[src/cmt_pkg.sv]
// Shared constants for the counter master-mode and time-of-day block.
// Assumes a single 40 MHz system clock and a 4-bit register address.
package cmt_pkg;

  localparam int CMT_ADDR_W = 4;
  localparam int CMT_DATA_W = 16;

  // Register addresses.
  localparam logic [3:0] CMT_ADDR_STATUS = 4'h0;
  localparam logic [3:0] CMT_ADDR_MODE = 4'h1;
  localparam logic [3:0] CMT_ADDR_EXT = 4'h2;
  localparam logic [3:0] CMT_ADDR_ALARM1 = 4'h3;
  localparam logic [3:0] CMT_ADDR_ALARM2 = 4'h4;
  localparam logic [3:0] CMT_ADDR_CNT1 = 4'h5;
  localparam logic [3:0] CMT_ADDR_CNT2 = 4'h6;
  localparam logic [3:0] CMT_ADDR_CMD = 4'h7;

  // Reset values.
  localparam logic [15:0] CMT_MODE_RST = 16'h0000;
  localparam logic [15:0] CMT_EXT_RST = 16'h0000;
  localparam logic [15:0] CMT_WORD_RST = 16'h0000;

  // Fields of global_mode_control.
  localparam int CMT_MODE_TOD_LO = 0;
  localparam int CMT_MODE_ALARM_LO = 2;
  localparam int CMT_MODE_SRC_LO = 4;
  localparam int CMT_MODE_DIV_LO = 8;
  localparam int CMT_MODE_GATE = 12;
  localparam int CMT_MODE_BUS = 13;
  localparam int CMT_MODE_POINT = 14;
  localparam int CMT_MODE_SCALE = 15;

  // Fields of global_mode_extension.
  localparam int CMT_EXT_SRC = 0;
  localparam int CMT_EXT_DIV_LO = 1;

  // Bits of the command register.
  localparam int CMT_CMD_PTR_RESET = 0;
  localparam int CMT_CMD_PTR_STEP = 1;
  localparam int CMT_CMD_SNAP1 = 2;
  localparam int CMT_CMD_SNAP2 = 3;

  // Time-of-day codes, prescale tops and BCD limits.
  localparam logic [1:0] CMT_TOD_OFF = 2'h0;
  localparam logic [1:0] CMT_TOD_DIV5 = 2'h1;
  localparam logic [1:0] CMT_TOD_DIV6 = 2'h2;
  localparam logic [3:0] CMT_PRE_TOP5 = 4'h4;
  localparam logic [3:0] CMT_PRE_TOP6 = 4'h5;
  localparam logic [3:0] CMT_PRE_TOP10 = 4'h9;
  localparam logic [7:0] CMT_TENTH_TOP = 8'h09;
  localparam logic [7:0] CMT_SEC_TOP = 8'h59;
  localparam logic [7:0] CMT_HOUR_TOP = 8'h23;

  // Prescaler digit tops: binary steps of 16, decimal steps of 10.
  localparam logic [3:0] CMT_BIN_TOP = 4'hf;
  localparam logic [3:0] CMT_BCD_TOP = 4'h9;

  // Frequency output source codes.
  localparam logic [4:0] CMT_SRC_F1 = 5'h00;
  localparam logic [4:0] CMT_SRC_PIN_LO = 5'h01;
  localparam logic [4:0] CMT_SRC_GATE_LO = 5'h06;
  localparam logic [4:0] CMT_SRC_INT_LO = 5'h0b;
  localparam logic [4:0] CMT_SRC_CNT1 = 5'h10;
  localparam logic [4:0] CMT_SRC_CNT2 = 5'h11;

  typedef enum logic [1:0] {
    CMT_PTR_LOW = 2'b01,
    CMT_PTR_HIGH = 2'b10
  } cmt_ptr_e;

endpackage : cmt_pkg

[src/cmt_freq_out.sv]
// Frequency output: source selection, programmable divider and gate.
// Assumes pin inputs are synchronous; an event is any edge of the chosen pin.
`timescale 1ns/10ps
`default_nettype none
module cmt_freq_out (
  input wire logic clk_sys,
  input wire logic rst,
  input wire logic [4:0] freq_tick,
  input wire logic [4:0] source_pin,
  input wire logic [4:0] gate_pin,
  input wire logic counter1_level,
  input wire logic counter2_level,
  input wire logic [4:0] source_code,
  input wire logic [3:0] divider_basic,
  input wire logic [1:0] divider_ext,
  input wire logic gate_off,
  output logic freq_out
);
  import cmt_pkg::*;

  logic [11:0] pin_prev;
  logic [8:0] cnt;
  logic [8:0] next_cnt;
  logic next_out;
  logic [11:0] pin_edge;
  logic event_hit;
  logic [8:0] factor;

  // Basic field gives 1 to 16; the extension multiplies it by 1, 4, 8 or 16.
  function automatic logic [8:0] div_factor(input logic [3:0] b, input logic [1:0] e);
    logic [8:0] base;
    base = (b == 4'h0) ? 9'h010 : {5'h00, b};
    unique case (e)
      2'h0: div_factor = base;
      2'h1: div_factor = 9'(base << 2);
      2'h2: div_factor = 9'(base << 3);
      2'h3: div_factor = 9'(base << 4);
    endcase
  endfunction : div_factor

  always_comb begin
    pin_edge = {counter2_level, counter1_level, gate_pin, source_pin} ^ pin_prev;
    factor = div_factor(divider_basic, divider_ext);
    event_hit = 1'b0;
    if (source_code == CMT_SRC_F1) begin
      event_hit = freq_tick[0];
    end else if (source_code < CMT_SRC_GATE_LO) begin
      event_hit = pin_edge[3'(source_code - CMT_SRC_PIN_LO)];
    end else if (source_code < CMT_SRC_INT_LO) begin
      event_hit = pin_edge[4'(source_code - CMT_SRC_PIN_LO)];
    end else if (source_code < CMT_SRC_CNT1) begin
      event_hit = freq_tick[3'(source_code - CMT_SRC_INT_LO)];
    end else if (source_code <= CMT_SRC_CNT2) begin
      event_hit = pin_edge[4'(source_code - CMT_SRC_CNT1) + 4'ha];
    end
    next_cnt = cnt;
    next_out = freq_out;
    if (gate_off) begin
      next_cnt = 9'h000;
      next_out = 1'b0;
    end else if (event_hit) begin
      if (cnt >= factor - 9'h001) begin
        next_cnt = 9'h000;
        next_out = !freq_out;
      end else begin
        next_cnt = cnt + 9'h001;
      end
    end
  end

  always_ff @(posedge clk_sys) begin
    pin_prev <= rst ? 12'h000 : {counter2_level, counter1_level, gate_pin, source_pin};
    cnt <= rst ? 9'h000 : next_cnt;
    freq_out <= rst ? 1'b0 : next_out;
  end

endmodule : cmt_freq_out
`default_nettype wire

[src/cmt_prescale.sv]
// Internal frequency prescaler giving the base tick and four divided tick streams.
// Assumes the system clock is the base frequency; ticks are one-cycle pulses.
`timescale 1ns/10ps
`default_nettype none
module cmt_prescale (
  input wire logic clk_sys,
  input wire logic rst,
  input wire logic radix_bcd,
  output logic [4:0] freq_tick
);
  import cmt_pkg::*;

  logic [3:0] digit [4];
  logic [3:0] next_digit [4];
  logic [3:0] top;

  always_comb begin
    top = radix_bcd ? CMT_BCD_TOP : CMT_BIN_TOP;
    freq_tick[0] = 1'b1;
    for (int i = 0; i < 4; i++) begin
      freq_tick[i + 1] = freq_tick[i] && (digit[i] >= top);
      next_digit[i] = digit[i];
      if (freq_tick[i]) begin
        next_digit[i] = (digit[i] >= top) ? 4'h0 : digit[i] + 4'h1;
      end
    end
  end

  always_ff @(posedge clk_sys) begin
    for (int i = 0; i < 4; i++) begin
      digit[i] <= rst ? 4'h0 : next_digit[i];
    end
  end
endmodule : cmt_prescale
`default_nettype wire

[src/cmt_top.sv]
// Device-level master mode, status, alarm comparators and 24-hour clock.
// Assumes a host on a plain strobe port and per-counter logic outside the block.
//
// How it works
// - Status bit 0 byte pointer, bits 1-5 counter outputs, 6-7 comparators.
// - Nonzero time-of-day field links counters one and two as 24-hour clock.
// - Counter two holds BCD hours 0-23 high byte, minutes 0-59 low byte.
// - Counter one holds seconds, tenths, and a divide by 5, 6 or 10 prescale.
// - Counters one and two have 16-bit alarm comparators usable in any mode.
// - Enabled comparator drives counter output while value equals alarm value.
// - Comparator field 00 disables both, 01 one, 10 two, 11 both.
// - In time-of-day, counter two alarm output needs both comparators matching.
// - Frequency source field picks pins, gates or internal frequencies; 00000 first.
// - Extension source bit reaches sources beyond the basic sixteen.
// - Basic divider field divides the frequency output by 1 to 16.
// - Two extension divider bits extend division factors up to 256.
// - Gate bit disables the frequency output, held driven low.
// - Bus width bit picks 16-bit words or low-then-high byte transfers.
// - Pointer bit clear steps byte pointer automatically; set, only by command.
// - Scaling bit picks binary or decimal prescaler steps.
//
// Our own choices: the placing of the registers and the plain strobed port.
`timescale 1ns/10ps
`default_nettype none
module cmt_top (
  input wire logic clk_sys,
  input wire logic rst,
  input wire logic [cmt_pkg::CMT_ADDR_W-1:0] addr,
  input wire logic [cmt_pkg::CMT_DATA_W-1:0] wdata,
  input wire logic wr,
  input wire logic rd,
  output logic [cmt_pkg::CMT_DATA_W-1:0] rdata,
  input wire logic [4:0] counter_out_raw,
  input wire logic [4:0] counter_irq_state,
  input wire logic output_enable_flag,
  input wire logic counter1_tick,
  input wire logic [4:0] source_pin,
  input wire logic [4:0] gate_pin,
  output logic counter1_out,
  output logic counter2_out,
  output logic freq_out
);
  import cmt_pkg::*;

  logic [15:0] global_mode_control;
  logic [15:0] global_mode_extension;
  logic [15:0] alarm1;
  logic [15:0] alarm2;
  logic [15:0] cnt1;
  logic [15:0] cnt2;
  logic [15:0] hold1;
  logic [15:0] hold2;
  logic [7:0] stage;
  cmt_ptr_e ptr;
  logic [15:0] next_mode;
  logic [15:0] next_ext;
  logic [15:0] next_alarm1;
  logic [15:0] next_alarm2;
  logic [15:0] next_cnt1;
  logic [15:0] next_cnt2;
  logic [15:0] next_hold1;
  logic [15:0] next_hold2;
  logic [7:0] next_stage;
  cmt_ptr_e next_ptr;
  logic [15:0] next_rdata;
  logic next_c1_out;
  logic next_c2_out;
  logic [1:0] tod_field;
  logic [1:0] alarm_enable_field;
  logic tod_on;
  logic wide;
  logic data_hit;
  logic commit;
  logic [15:0] wval;
  logic [15:0] sel_val;
  logic [15:0] status;
  logic alarm1_enable;
  logic alarm2_enable;
  logic alarm1_match_state;
  logic alarm2_match_state;
  logic [3:0] pre_top;
  logic [8:0] sec_step;
  logic [8:0] min_step;
  logic [8:0] hour_step;
  logic [8:0] tenth_step;
  logic [4:0] freq_tick;

  // Registers that go through the byte pointer; status and command do not.
  function automatic logic is_data(input logic [3:0] a);
    is_data = (a == CMT_ADDR_MODE) || (a == CMT_ADDR_EXT) || (a == CMT_ADDR_ALARM1) ||
      (a == CMT_ADDR_ALARM2) || (a == CMT_ADDR_CNT1) || (a == CMT_ADDR_CNT2);
  endfunction : is_data

  // Two-digit BCD increment with wrap at top; bit 8 flags the wrap.
  function automatic logic [8:0] bcd_inc(input logic [7:0] v, input logic [7:0] top);
    if (v >= top) begin
      bcd_inc = 9'h000;
    end else if (v[3:0] >= 4'h9) begin
      bcd_inc = {1'b0, v[7:4] + 4'h1, 4'h0};
    end else begin
      bcd_inc = {1'b0, v[7:4], v[3:0] + 4'h1};
    end
    if (v >= top) begin
      bcd_inc[8] = 1'b1;
    end
  endfunction : bcd_inc

  cmt_prescale u_prescale (
    .clk_sys(clk_sys),
    .rst(rst),
    .radix_bcd(global_mode_control[CMT_MODE_SCALE]),
    .freq_tick(freq_tick)
  );

  cmt_freq_out u_freq_out (
    .clk_sys(clk_sys),
    .rst(rst),
    .freq_tick(freq_tick),
    .source_pin(source_pin),
    .gate_pin(gate_pin),
    .counter1_level(counter1_out),
    .counter2_level(counter2_out),
    .source_code({global_mode_extension[CMT_EXT_SRC], global_mode_control[7:4]}),
    .divider_basic(global_mode_control[11:8]),
    .divider_ext(global_mode_extension[2:1]),
    .gate_off(global_mode_control[CMT_MODE_GATE]),
    .freq_out(freq_out)
  );

  // Comparators and status word.
  always_comb begin
    tod_field = global_mode_control[CMT_MODE_TOD_LO +: 2];
    alarm_enable_field = global_mode_control[CMT_MODE_ALARM_LO +: 2];
    tod_on = (tod_field != CMT_TOD_OFF);
    alarm1_enable = alarm_enable_field[0];
    alarm2_enable = alarm_enable_field[1];
    alarm1_match_state = alarm1_enable && (cnt1 == alarm1);
    alarm2_match_state = alarm2_enable && (cnt2 == alarm2) &&
      (!tod_on || (cnt1 == alarm1));
    next_c1_out = alarm1_enable ? alarm1_match_state : counter_out_raw[0];
    next_c2_out = alarm2_enable ? alarm2_match_state : counter_out_raw[1];
    status = {2'b00, output_enable_flag, counter_irq_state,
      alarm2_match_state, alarm1_match_state, counter_out_raw[4:2], counter2_out,
      counter1_out, ptr == CMT_PTR_HIGH};
  end

  // Register port, byte pointer and time-of-day counting.
  always_comb begin
    next_mode = global_mode_control;
    next_ext = global_mode_extension;
    next_alarm1 = alarm1;
    next_alarm2 = alarm2;
    next_cnt1 = cnt1;
    next_cnt2 = cnt2;
    next_hold1 = hold1;
    next_hold2 = hold2;
    next_stage = stage;
    next_ptr = ptr;
    next_rdata = CMT_WORD_RST;
    wide = global_mode_control[CMT_MODE_BUS];
    data_hit = (wr || rd) && is_data(addr);
    wval = wide ? wdata : {wdata[7:0], stage};
    commit = wr && is_data(addr) && (wide || ptr == CMT_PTR_HIGH);
    if (wr && is_data(addr) && !wide && ptr == CMT_PTR_LOW) begin
      next_stage = wdata[7:0];
    end
    unique case (ptr)
      CMT_PTR_LOW: begin
        if (data_hit && !wide && !global_mode_control[CMT_MODE_POINT]) begin
          next_ptr = CMT_PTR_HIGH;
        end
      end
      CMT_PTR_HIGH: begin
        if (data_hit && !wide && !global_mode_control[CMT_MODE_POINT]) begin
          next_ptr = CMT_PTR_LOW;
        end
      end
      default: next_ptr = CMT_PTR_LOW;
    endcase
    if (wr && addr == CMT_ADDR_CMD) begin
      if (wdata[CMT_CMD_PTR_STEP]) begin
        next_ptr = (ptr == CMT_PTR_HIGH) ? CMT_PTR_LOW : CMT_PTR_HIGH;
      end
      if (wdata[CMT_CMD_PTR_RESET]) begin
        next_ptr = CMT_PTR_LOW;
      end
      if (wdata[CMT_CMD_SNAP1]) begin
        next_hold1 = cnt1;
      end
      if (wdata[CMT_CMD_SNAP2]) begin
        next_hold2 = cnt2;
      end
    end
    // The count runs on from the tick even while a snapshot is taken.
    unique case (tod_field)
      CMT_TOD_DIV5: pre_top = CMT_PRE_TOP5;
      CMT_TOD_DIV6: pre_top = CMT_PRE_TOP6;
      default: pre_top = CMT_PRE_TOP10;
    endcase
    tenth_step = bcd_inc({4'h0, cnt1[7:4]}, CMT_TENTH_TOP);
    sec_step = bcd_inc(cnt1[15:8], CMT_SEC_TOP);
    min_step = bcd_inc(cnt2[7:0], CMT_SEC_TOP);
    hour_step = bcd_inc(cnt2[15:8], CMT_HOUR_TOP);
    if (tod_on && counter1_tick) begin
      if (cnt1[3:0] >= pre_top) begin
        next_cnt1[3:0] = 4'h0;
        next_cnt1[7:4] = tenth_step[3:0];
        if (tenth_step[8]) begin
          next_cnt1[15:8] = sec_step[7:0];
          if (sec_step[8]) begin
            next_cnt2[7:0] = min_step[7:0];
            if (min_step[8]) begin
              next_cnt2[15:8] = hour_step[7:0];
            end
          end
        end
      end else begin
        next_cnt1[3:0] = cnt1[3:0] + 4'h1;
      end
    end
    // A host write wins over a count step in the same cycle.
    if (commit) begin
      unique case (addr)
        CMT_ADDR_MODE: next_mode = wval;
        CMT_ADDR_EXT: next_ext = {13'h0000, wval[2:0]};
        CMT_ADDR_ALARM1: next_alarm1 = wval;
        CMT_ADDR_ALARM2: next_alarm2 = wval;
        CMT_ADDR_CNT1: next_cnt1 = wval;
        CMT_ADDR_CNT2: next_cnt2 = wval;
        default: next_mode = global_mode_control;
      endcase
    end
    unique case (addr)
      CMT_ADDR_MODE: sel_val = global_mode_control;
      CMT_ADDR_EXT: sel_val = global_mode_extension;
      CMT_ADDR_ALARM1: sel_val = alarm1;
      CMT_ADDR_ALARM2: sel_val = alarm2;
      CMT_ADDR_CNT1: sel_val = hold1;
      CMT_ADDR_CNT2: sel_val = hold2;
      default: sel_val = CMT_WORD_RST;
    endcase
    if (rd) begin
      if (addr == CMT_ADDR_STATUS) begin
        next_rdata = status;
      end else if (wide || !is_data(addr)) begin
        next_rdata = sel_val;
      end else if (ptr == CMT_PTR_LOW) begin
        next_rdata = {8'h00, sel_val[7:0]};
      end else begin
        next_rdata = {8'h00, sel_val[15:8]};
      end
    end
  end

  always_ff @(posedge clk_sys) begin
    if (rst) begin
      global_mode_control <= CMT_MODE_RST;
      global_mode_extension <= CMT_EXT_RST;
      alarm1 <= CMT_WORD_RST;
      alarm2 <= CMT_WORD_RST;
      cnt1 <= CMT_WORD_RST;
      cnt2 <= CMT_WORD_RST;
      hold1 <= CMT_WORD_RST;
      hold2 <= CMT_WORD_RST;
      stage <= 8'h00;
      ptr <= CMT_PTR_LOW;
      rdata <= CMT_WORD_RST;
      counter1_out <= 1'b0;
      counter2_out <= 1'b0;
    end else begin
      global_mode_control <= next_mode;
      global_mode_extension <= next_ext;
      alarm1 <= next_alarm1;
      alarm2 <= next_alarm2;
      cnt1 <= next_cnt1;
      cnt2 <= next_cnt2;
      hold1 <= next_hold1;
      hold2 <= next_hold2;
      stage <= next_stage;
      ptr <= next_ptr;
      rdata <= next_rdata;
      counter1_out <= next_c1_out;
      counter2_out <= next_c2_out;
    end
  end
endmodule : cmt_top
`default_nettype wire
[config.mk]
export PLATFORM = sky130hd
export DESIGN_NAME = cmt_top
export DESIGN_NICKNAME = d
export VERILOG_FILES = /design/src/cmt_pkg.sv /design/src/cmt_freq_out.sv /design/src/cmt_prescale.sv /design/src/cmt_top.sv
export SDC_FILE = /design/constraint.sdc
export NUM_CORES = 1
export LEC_CHECK = 0
export CAP_MARGIN = 20
export CORE_ASPECT_RATIO = 1.1
export CORE_MARGIN = 2
export CORE_UTILIZATION = 45
export CTS_CLUSTER_DIAMETER = 150
export CTS_CLUSTER_SIZE = 16
export DETAILED_ROUTE_END_ITERATION = 7
export DONT_BUFFER_PORTS = 1
export GPL_TIMING_DRIVEN = 0
export PLACE_DENSITY = 0.61
export SLEW_MARGIN = 10
export SYNTH_ARGS = -nofsm -noshare
export SYNTH_HDL_FRONTEND = slang
export SYNTH_SLANG_ARGS = --single-unit
[constraint.sdc]
create_clock -name clk_sys -period 2.96 [get_ports clk_sys]
set_input_delay 0 -clock clk_sys [delete_from_list [all_inputs] [get_ports clk_sys]]
set_output_delay 0 -clock clk_sys [all_outputs]
set_load 0.05 [all_outputs]
==> reports/metrics.csv, run 1 <==
metric;value;unit
status;finished, final reports clean;
final worst slack;0.0696;ns
Post-DP Area;0.0103;mm^2
Syn Inst Count;1174;
commonest non-fill, non-tap cell in the layout;dfxtp_1;
hold path start;addr[3];
Yosys top cell by area;dfxtp_1;
drt total wl;33.8;mm
antenna viol nets, final;0;
FILL cells;2019;
pwr dens;461;mW/mm^2
core area;0.0219;mm^2
post-synth top area share;36.5;%
Critical path buffers and inverters;5;
CTS max path bufs;2;
post-synthesis async set-or-reset flop share;0;%
CTS Buf Count;17;
routed len/inst;21.6;um
DRC;0;
overall power;5.42;mW
Via Count;9207;
initial antenna violation count;0;
Crit Path Class;register to register;
Final Hold Viols;0;
clk_skew;0.0117;ns
num rows;57;
clk slew on worst S/H paths;0.08;ns
worst skew pair latency;0.45;ns
IO Count;65;
unrepaired setup endpoints after global routing;yes;
Max Slew Vio Count;0;
layout cell share with drive strength beyond 1;11.7;%
Pleak;4.07;nW
top achievable clock speed;0.346;GHz
Seq/Total Area, Yosys;36.5;%
most frequent cells in the layout;dfxtp_1, nand2_1, nor2_1;
synth warn;0;
vias per cell;5.89;
PortBufs;0;
Stages on worst setup path;13;
routability congestion estimate;1.00;
Root Buffer;clkbuf_16;
fin crit period;2.89;ns
CP arrival;3.20;ns
Max VDD drop;0.275;mV
CTS tree;built;
top cells by area, synth;dfxtp_1, ha_1, a211oi_1;
Post-Place Setup Slack;-0.543;ns
Die X;146;um
largest net degree at the start of global routing;17;
flop2flop setup slack;0.07;ns
Die Ht;160;um
area of the mapped netlist;0.00993;mm^2
full die area;0.0233;mm^2
syn nets;1277;
Area growth syn-to-layout;18.3;%
Tcrit/Tclk final;97.6;%
initial core utilization;45.4;%
worst slew pin tran;1.16;ns
CP Cell Sequence;inv_4, ha_4, inv_1, ha_1, a21o_2, a21oi_4, or4_4, or2_4, buf_8, buf_4, buf_4, a31oi_1, nor2_1;
Initial DRT Pass Iterations;6;
Post-synth EDFFs;0;
worst r2r dst;cnt2[5];
Hold Crit Depth;5;
CP endpoint kind;register;
gr ovfl total;0;
H-tree depth;4;
WHS Endpoint;rdata[0];
hold crit path type;primary input to register;
CP Launch Type;register;
Worst path max stage delay;0.55;ns
ant diodes;0;
GRT Resource Usage Total;28.5;%
Max Cap Violations;0;
Slowest cell on crit path;or4_4;
fin area;0.0118;mm^2
Setup-failing EPs final;0;
fin nets;1359;
#FFs+latches synth;181;
Cell variety after synth;74;
cell mode on critical path;buf_4;
dpl hpwl;24.2;mm
TNS Setup;0;ns
RR Startpoint;global_mode_control[0];
initial DRC count;898;
Most used DFF post-synth;dfxtp_1;
vias in the first global route;8618;
CTS Sinks;181;
Crit path required time;3.27;ns
Syn Area/Cell;8.46;um^2
Rel. slew slack;20.4;%
cell family with most CP delay;simple AND/OR/NAND/NOR gates;
wire length of the first global-routing pass;50.8;mm
worst reg2reg path depth;13;
Worst Path Max Fanout;8;
[synth_stat cells (all sizes together) (19+ instances only)]
library cell  instances
ha                   57
a21oi                76
mux2i                47
dfxtp               181
clkbuf               73
xnor2                48
nand3                19
nor2                125
inv                  31
nor2b                22
a211oi               89
nor3                 26
nand2               129
o21ai                58
[sequential cells by signal, summed over array words and instances (netlist names), 2 cells and up]
| name | flops |
|---|---|
| alarm1 | 16 |
| alarm2 | 16 |
| cnt1 | 16 |
| cnt2 | 16 |
| global_mode_control | 16 |
| hold1 | 16 |
| hold2 | 16 |
| rdata | 16 |
| u_prescale.digit | 16 |
| u_freq_out.pin_prev | 12 |
| u_freq_out.cnt | 9 |
| stage | 8 |
| global_mode_extension | 3 |
| ptr | 2 |
[logic make-up after synthesis]
group | count (synthesis) | synth area share (%)
xor+xnor | 63 | 5.56
flops | 181 | 36.5
compound gates | 302 | 20.4
simple gates | 401 | 18.7
buf+inv | 114 | 4.89
fa+ha+maj | 57 | 7.18
mux | 56 | 6.70
[metal layers]
layer,vias up,GRT usage [%],share of wire [%]
li1,4371,-,-
met1,4393,36.9,42
met2,356,46.5,46
met3,87,5.49,6.8
met4,0,12.6,5.0
met5,-,0,0
[worst reg2reg max path, delay by kind of cell (launching register included)]
family | cells | cell delay (ns)
buffers and inverters | 5 | 0.48
AO/OA/AOI/OAI | 3 | 0.46
AND/OR/NAND/NOR | 3 | 0.89
flip-flops | 1 | 0.41
adder cells (fa/ha/maj) | 2 | 0.51
[metrics by stage]
| step | util, % | instances | hold WS, ns |
|---|---|---|---|
| after floorplan | - | 1174 | 0.109 |
| after global placement | 47.1 | 1469 | 0.122 |
| after detailed placement | 47.2 | 1473 | 0.128 |
| after CTS | 52.0 | 1543 | 0.00474 |
| after global routing | 53.7 | 1563 | 0.0239 |
| final | 53.7 | 1563 | 0.00704 |
[area by class of cell]
cell class              instances  area, um^2  share of cell area (%)
repair buffers                 66         593                    5.05
plain buffers                  79         393                    3.34
multi-input cells             880        6050                    51.5
flip-flops and latches        181        3660                    31.1
inverters                      31         124                    1.05
well taps                     295         369                    3.14
clock inverters                13         126                    1.08
clock buffers                  18         439                    3.74
[repair_timing]
action,4_1_cts,5_1_grt
hold buffers,37,0
endpoints found under the setup margin,23,23
gates resized for setup,32,74
hold endpoints to repair,56,0
setup buffers,5,19
gates cloned,0,1
pin swaps,3,19
[power by group]
| group | internal [mW] | total, mW | switching [mW] |
|---|---|---|---|
| Sequential | 2.48 | 2.54 | 0.0659 |
| Clock | 1.19 | 2.25 | 1.06 |
| Combinational | 0.234 | 0.622 | 0.388 |
[how the worst max path moves through the flow]
stage / startpoint / to / slack [ns]
final: global_mode_control[0] / cnt2[5] / 0.07
after global routing: global_mode_control[11] / u_freq_out.cnt[5] / -0.07
after CTS: global_mode_extension[2] / u_freq_out.cnt[4] / 0.004
after detailed placement: global_mode_extension[2] / u_freq_out.cnt[2] / -0.54
after global placement: global_mode_control[11] / u_freq_out.cnt[3] / -0.48
after floorplan: global_mode_extension[2] / u_freq_out.cnt[7] / 0.0005
No activity file was read; power rests on OpenSTA's default activity.
==> run 2, diff against run 1 <==
Settings changed: CORE_UTILIZATION 45 to 58, PLACE_DENSITY 0.61 to 0.75, SLEW_MARGIN 10 to 20.
==> reports/metrics.csv, run 2 (same netlist as run 1, synthesis figures left out) <==
metric;value;unit
cell mode on critical path;buf_6;
Setup-failing EPs final;9;
IO Count;65;
wire length of the first global-routing pass;47.7;mm
Rel. slew slack;17.4;%
Pleak;4.06;nW
initial core utilization;58.8;%
pwr dens;470;mW/mm^2
CTS tree;built;
Area growth syn-to-layout;17.2;%
Tcrit/Tclk final;103;%
failing checks;setup timing;
CTS Sinks;181;
vias per cell;6.54;
Slowest cell on crit path;o41ai_4;
Final Hold Viols;0;
Crit path required time;3.33;ns
Via Count;9609;
core area;0.0169;mm^2
post-placement cell count;1382;
worst skew pair latency;0.44;ns
initial DRC count;1157;
num rows;50;
CP endpoint kind;register;
fin crit period;3.05;ns
routed len/inst;22.7;um
GRT Resource Usage Total;34.5;%
status;complete, but fails checks;
CTS max path bufs;2;
CP arrival;3.42;ns
clk_skew;0.00670;ns
Crit Path Class;register to register;
H-tree depth;4;
clk slew on worst S/H paths;0.07;ns
Initial DRT Pass Iterations;6;
fin nets;1351;
commonest non-fill, non-tap cell in the layout;dfxtp_1;
ant diodes;0;
unrepaired setup endpoints after global routing;yes;
gr ovfl total;0;
Die X;129;um
CP Cell Sequence;buf_6, ha_4, nand2_4, o21ai_4, nand3_4, o41ai_4, a2111oi_4, o41a_1, buf_6, or3_4, a21oi_2;
Worst path max stage delay;0.51;ns
Worst Path Max Fanout;6;
Cell Count, Final, Fillers Out;1469;
final core occ;68.9;%
FILL cells;1344;
CP Launch Type;register;
antenna viol nets, final;0;
most frequent cells in the layout;dfxtp_1, nand2_1, nor2_1;
hold crit path type;primary input to register;
dpl hpwl;22.0;mm
Root Buffer;clkbuf_16;
DRC;0;
final worst slack;-0.0893;ns
top achievable clock speed;0.328;GHz
routability congestion estimate;0.997;
worst slew pin tran;1.20;ns
CTS Buf Count;17;
initial antenna violation count;0;
drt total wl;33.3;mm
Die Ht;141;um
largest net degree at the start of global routing;17;
layout cell share with drive strength beyond 1;11.3;%
Max Cap Violations;0;
full die area;0.0182;mm^2
Max VDD drop;0.482;mV
Max Slew Vio Count;0;
PortBufs;0;
vias in the first global route;8597;
==> run 2: area by class of cell <==
cell class	instances	area (um^2)	share of cell area, %
multi-input cells	879	6130	52.6
flip-flops and latches	181	3650	31.4
repair buffers	60	543	4.67
clock buffers	19	443	3.81
plain buffers	78	347	2.98
well taps	208	260	2.24
clock inverters	13	148	1.27
inverters	31	121	1.04
==> run 2: power by group <==
part	switching (mW)	leakage, nW	internal (mW)
logic	0.382	2.31	0.230
registers	0.0678	1.47	2.48
clock network	1.02	0.282	1.28
==> run 2: worst paths after layout <==
kind / cells after the start / from / slack, ns / end
setup / recovery: 11 / global_mode_control[15] / -0.09 / u_freq_out.freq_out
hold / removal: 2 / wdata[4] / 0.05 / cnt2[4]
setup reg to reg: 11 / global_mode_control[15] / -0.09 / u_freq_out.freq_out
hold reg to reg: 2 / hold1[10] / 0.45 / hold1[10]
==> run 2: layer usage <==
metal  up-vias  wire length, um  global-route usage (%)
li1       4365                -                       -
met1      4538            12600                    43.8
met2       557            15200                    54.7
met3       149             3410                    7.48
met4         0             2140                    18.5
met5         -                0                       0
==> run 2: stage by stage <==
step                setup TNS [ns]  total power, mW  hold WS [ns]  instance area, um^2  worst slack (ns)
floorplan                        0             2.95         0.109                 9950          0.000494
global placement             -4.29             3.11         0.120                10200            -0.467
detailed placement           -5.01             3.12         0.124                10200            -0.517
CTS                              0             5.42        0.0475                11200          0.000898
global route                 -1.11             5.60        0.0650                11600            -0.179
finish                      -0.595             5.46        0.0517                11600           -0.0893
==> run 2: critical path: cells and delay by family, from the launching register on <==
kind,cells,cell delay (ns)
fa+ha+maj,1,0.26
simple gates,3,0.50
flops,1,0.39
compound gates,5,1.49
buf+inv,2,0.32
==> run 2: repair_timing <==
action	in CTS	in global routing
resized for setup	24	74
hold buffers	34	0
buffers inserted	0	24
endpoints found under the setup margin	15	23
cloned	0	1
pin swaps	2	33
endpoints found under the hold margin	50	0
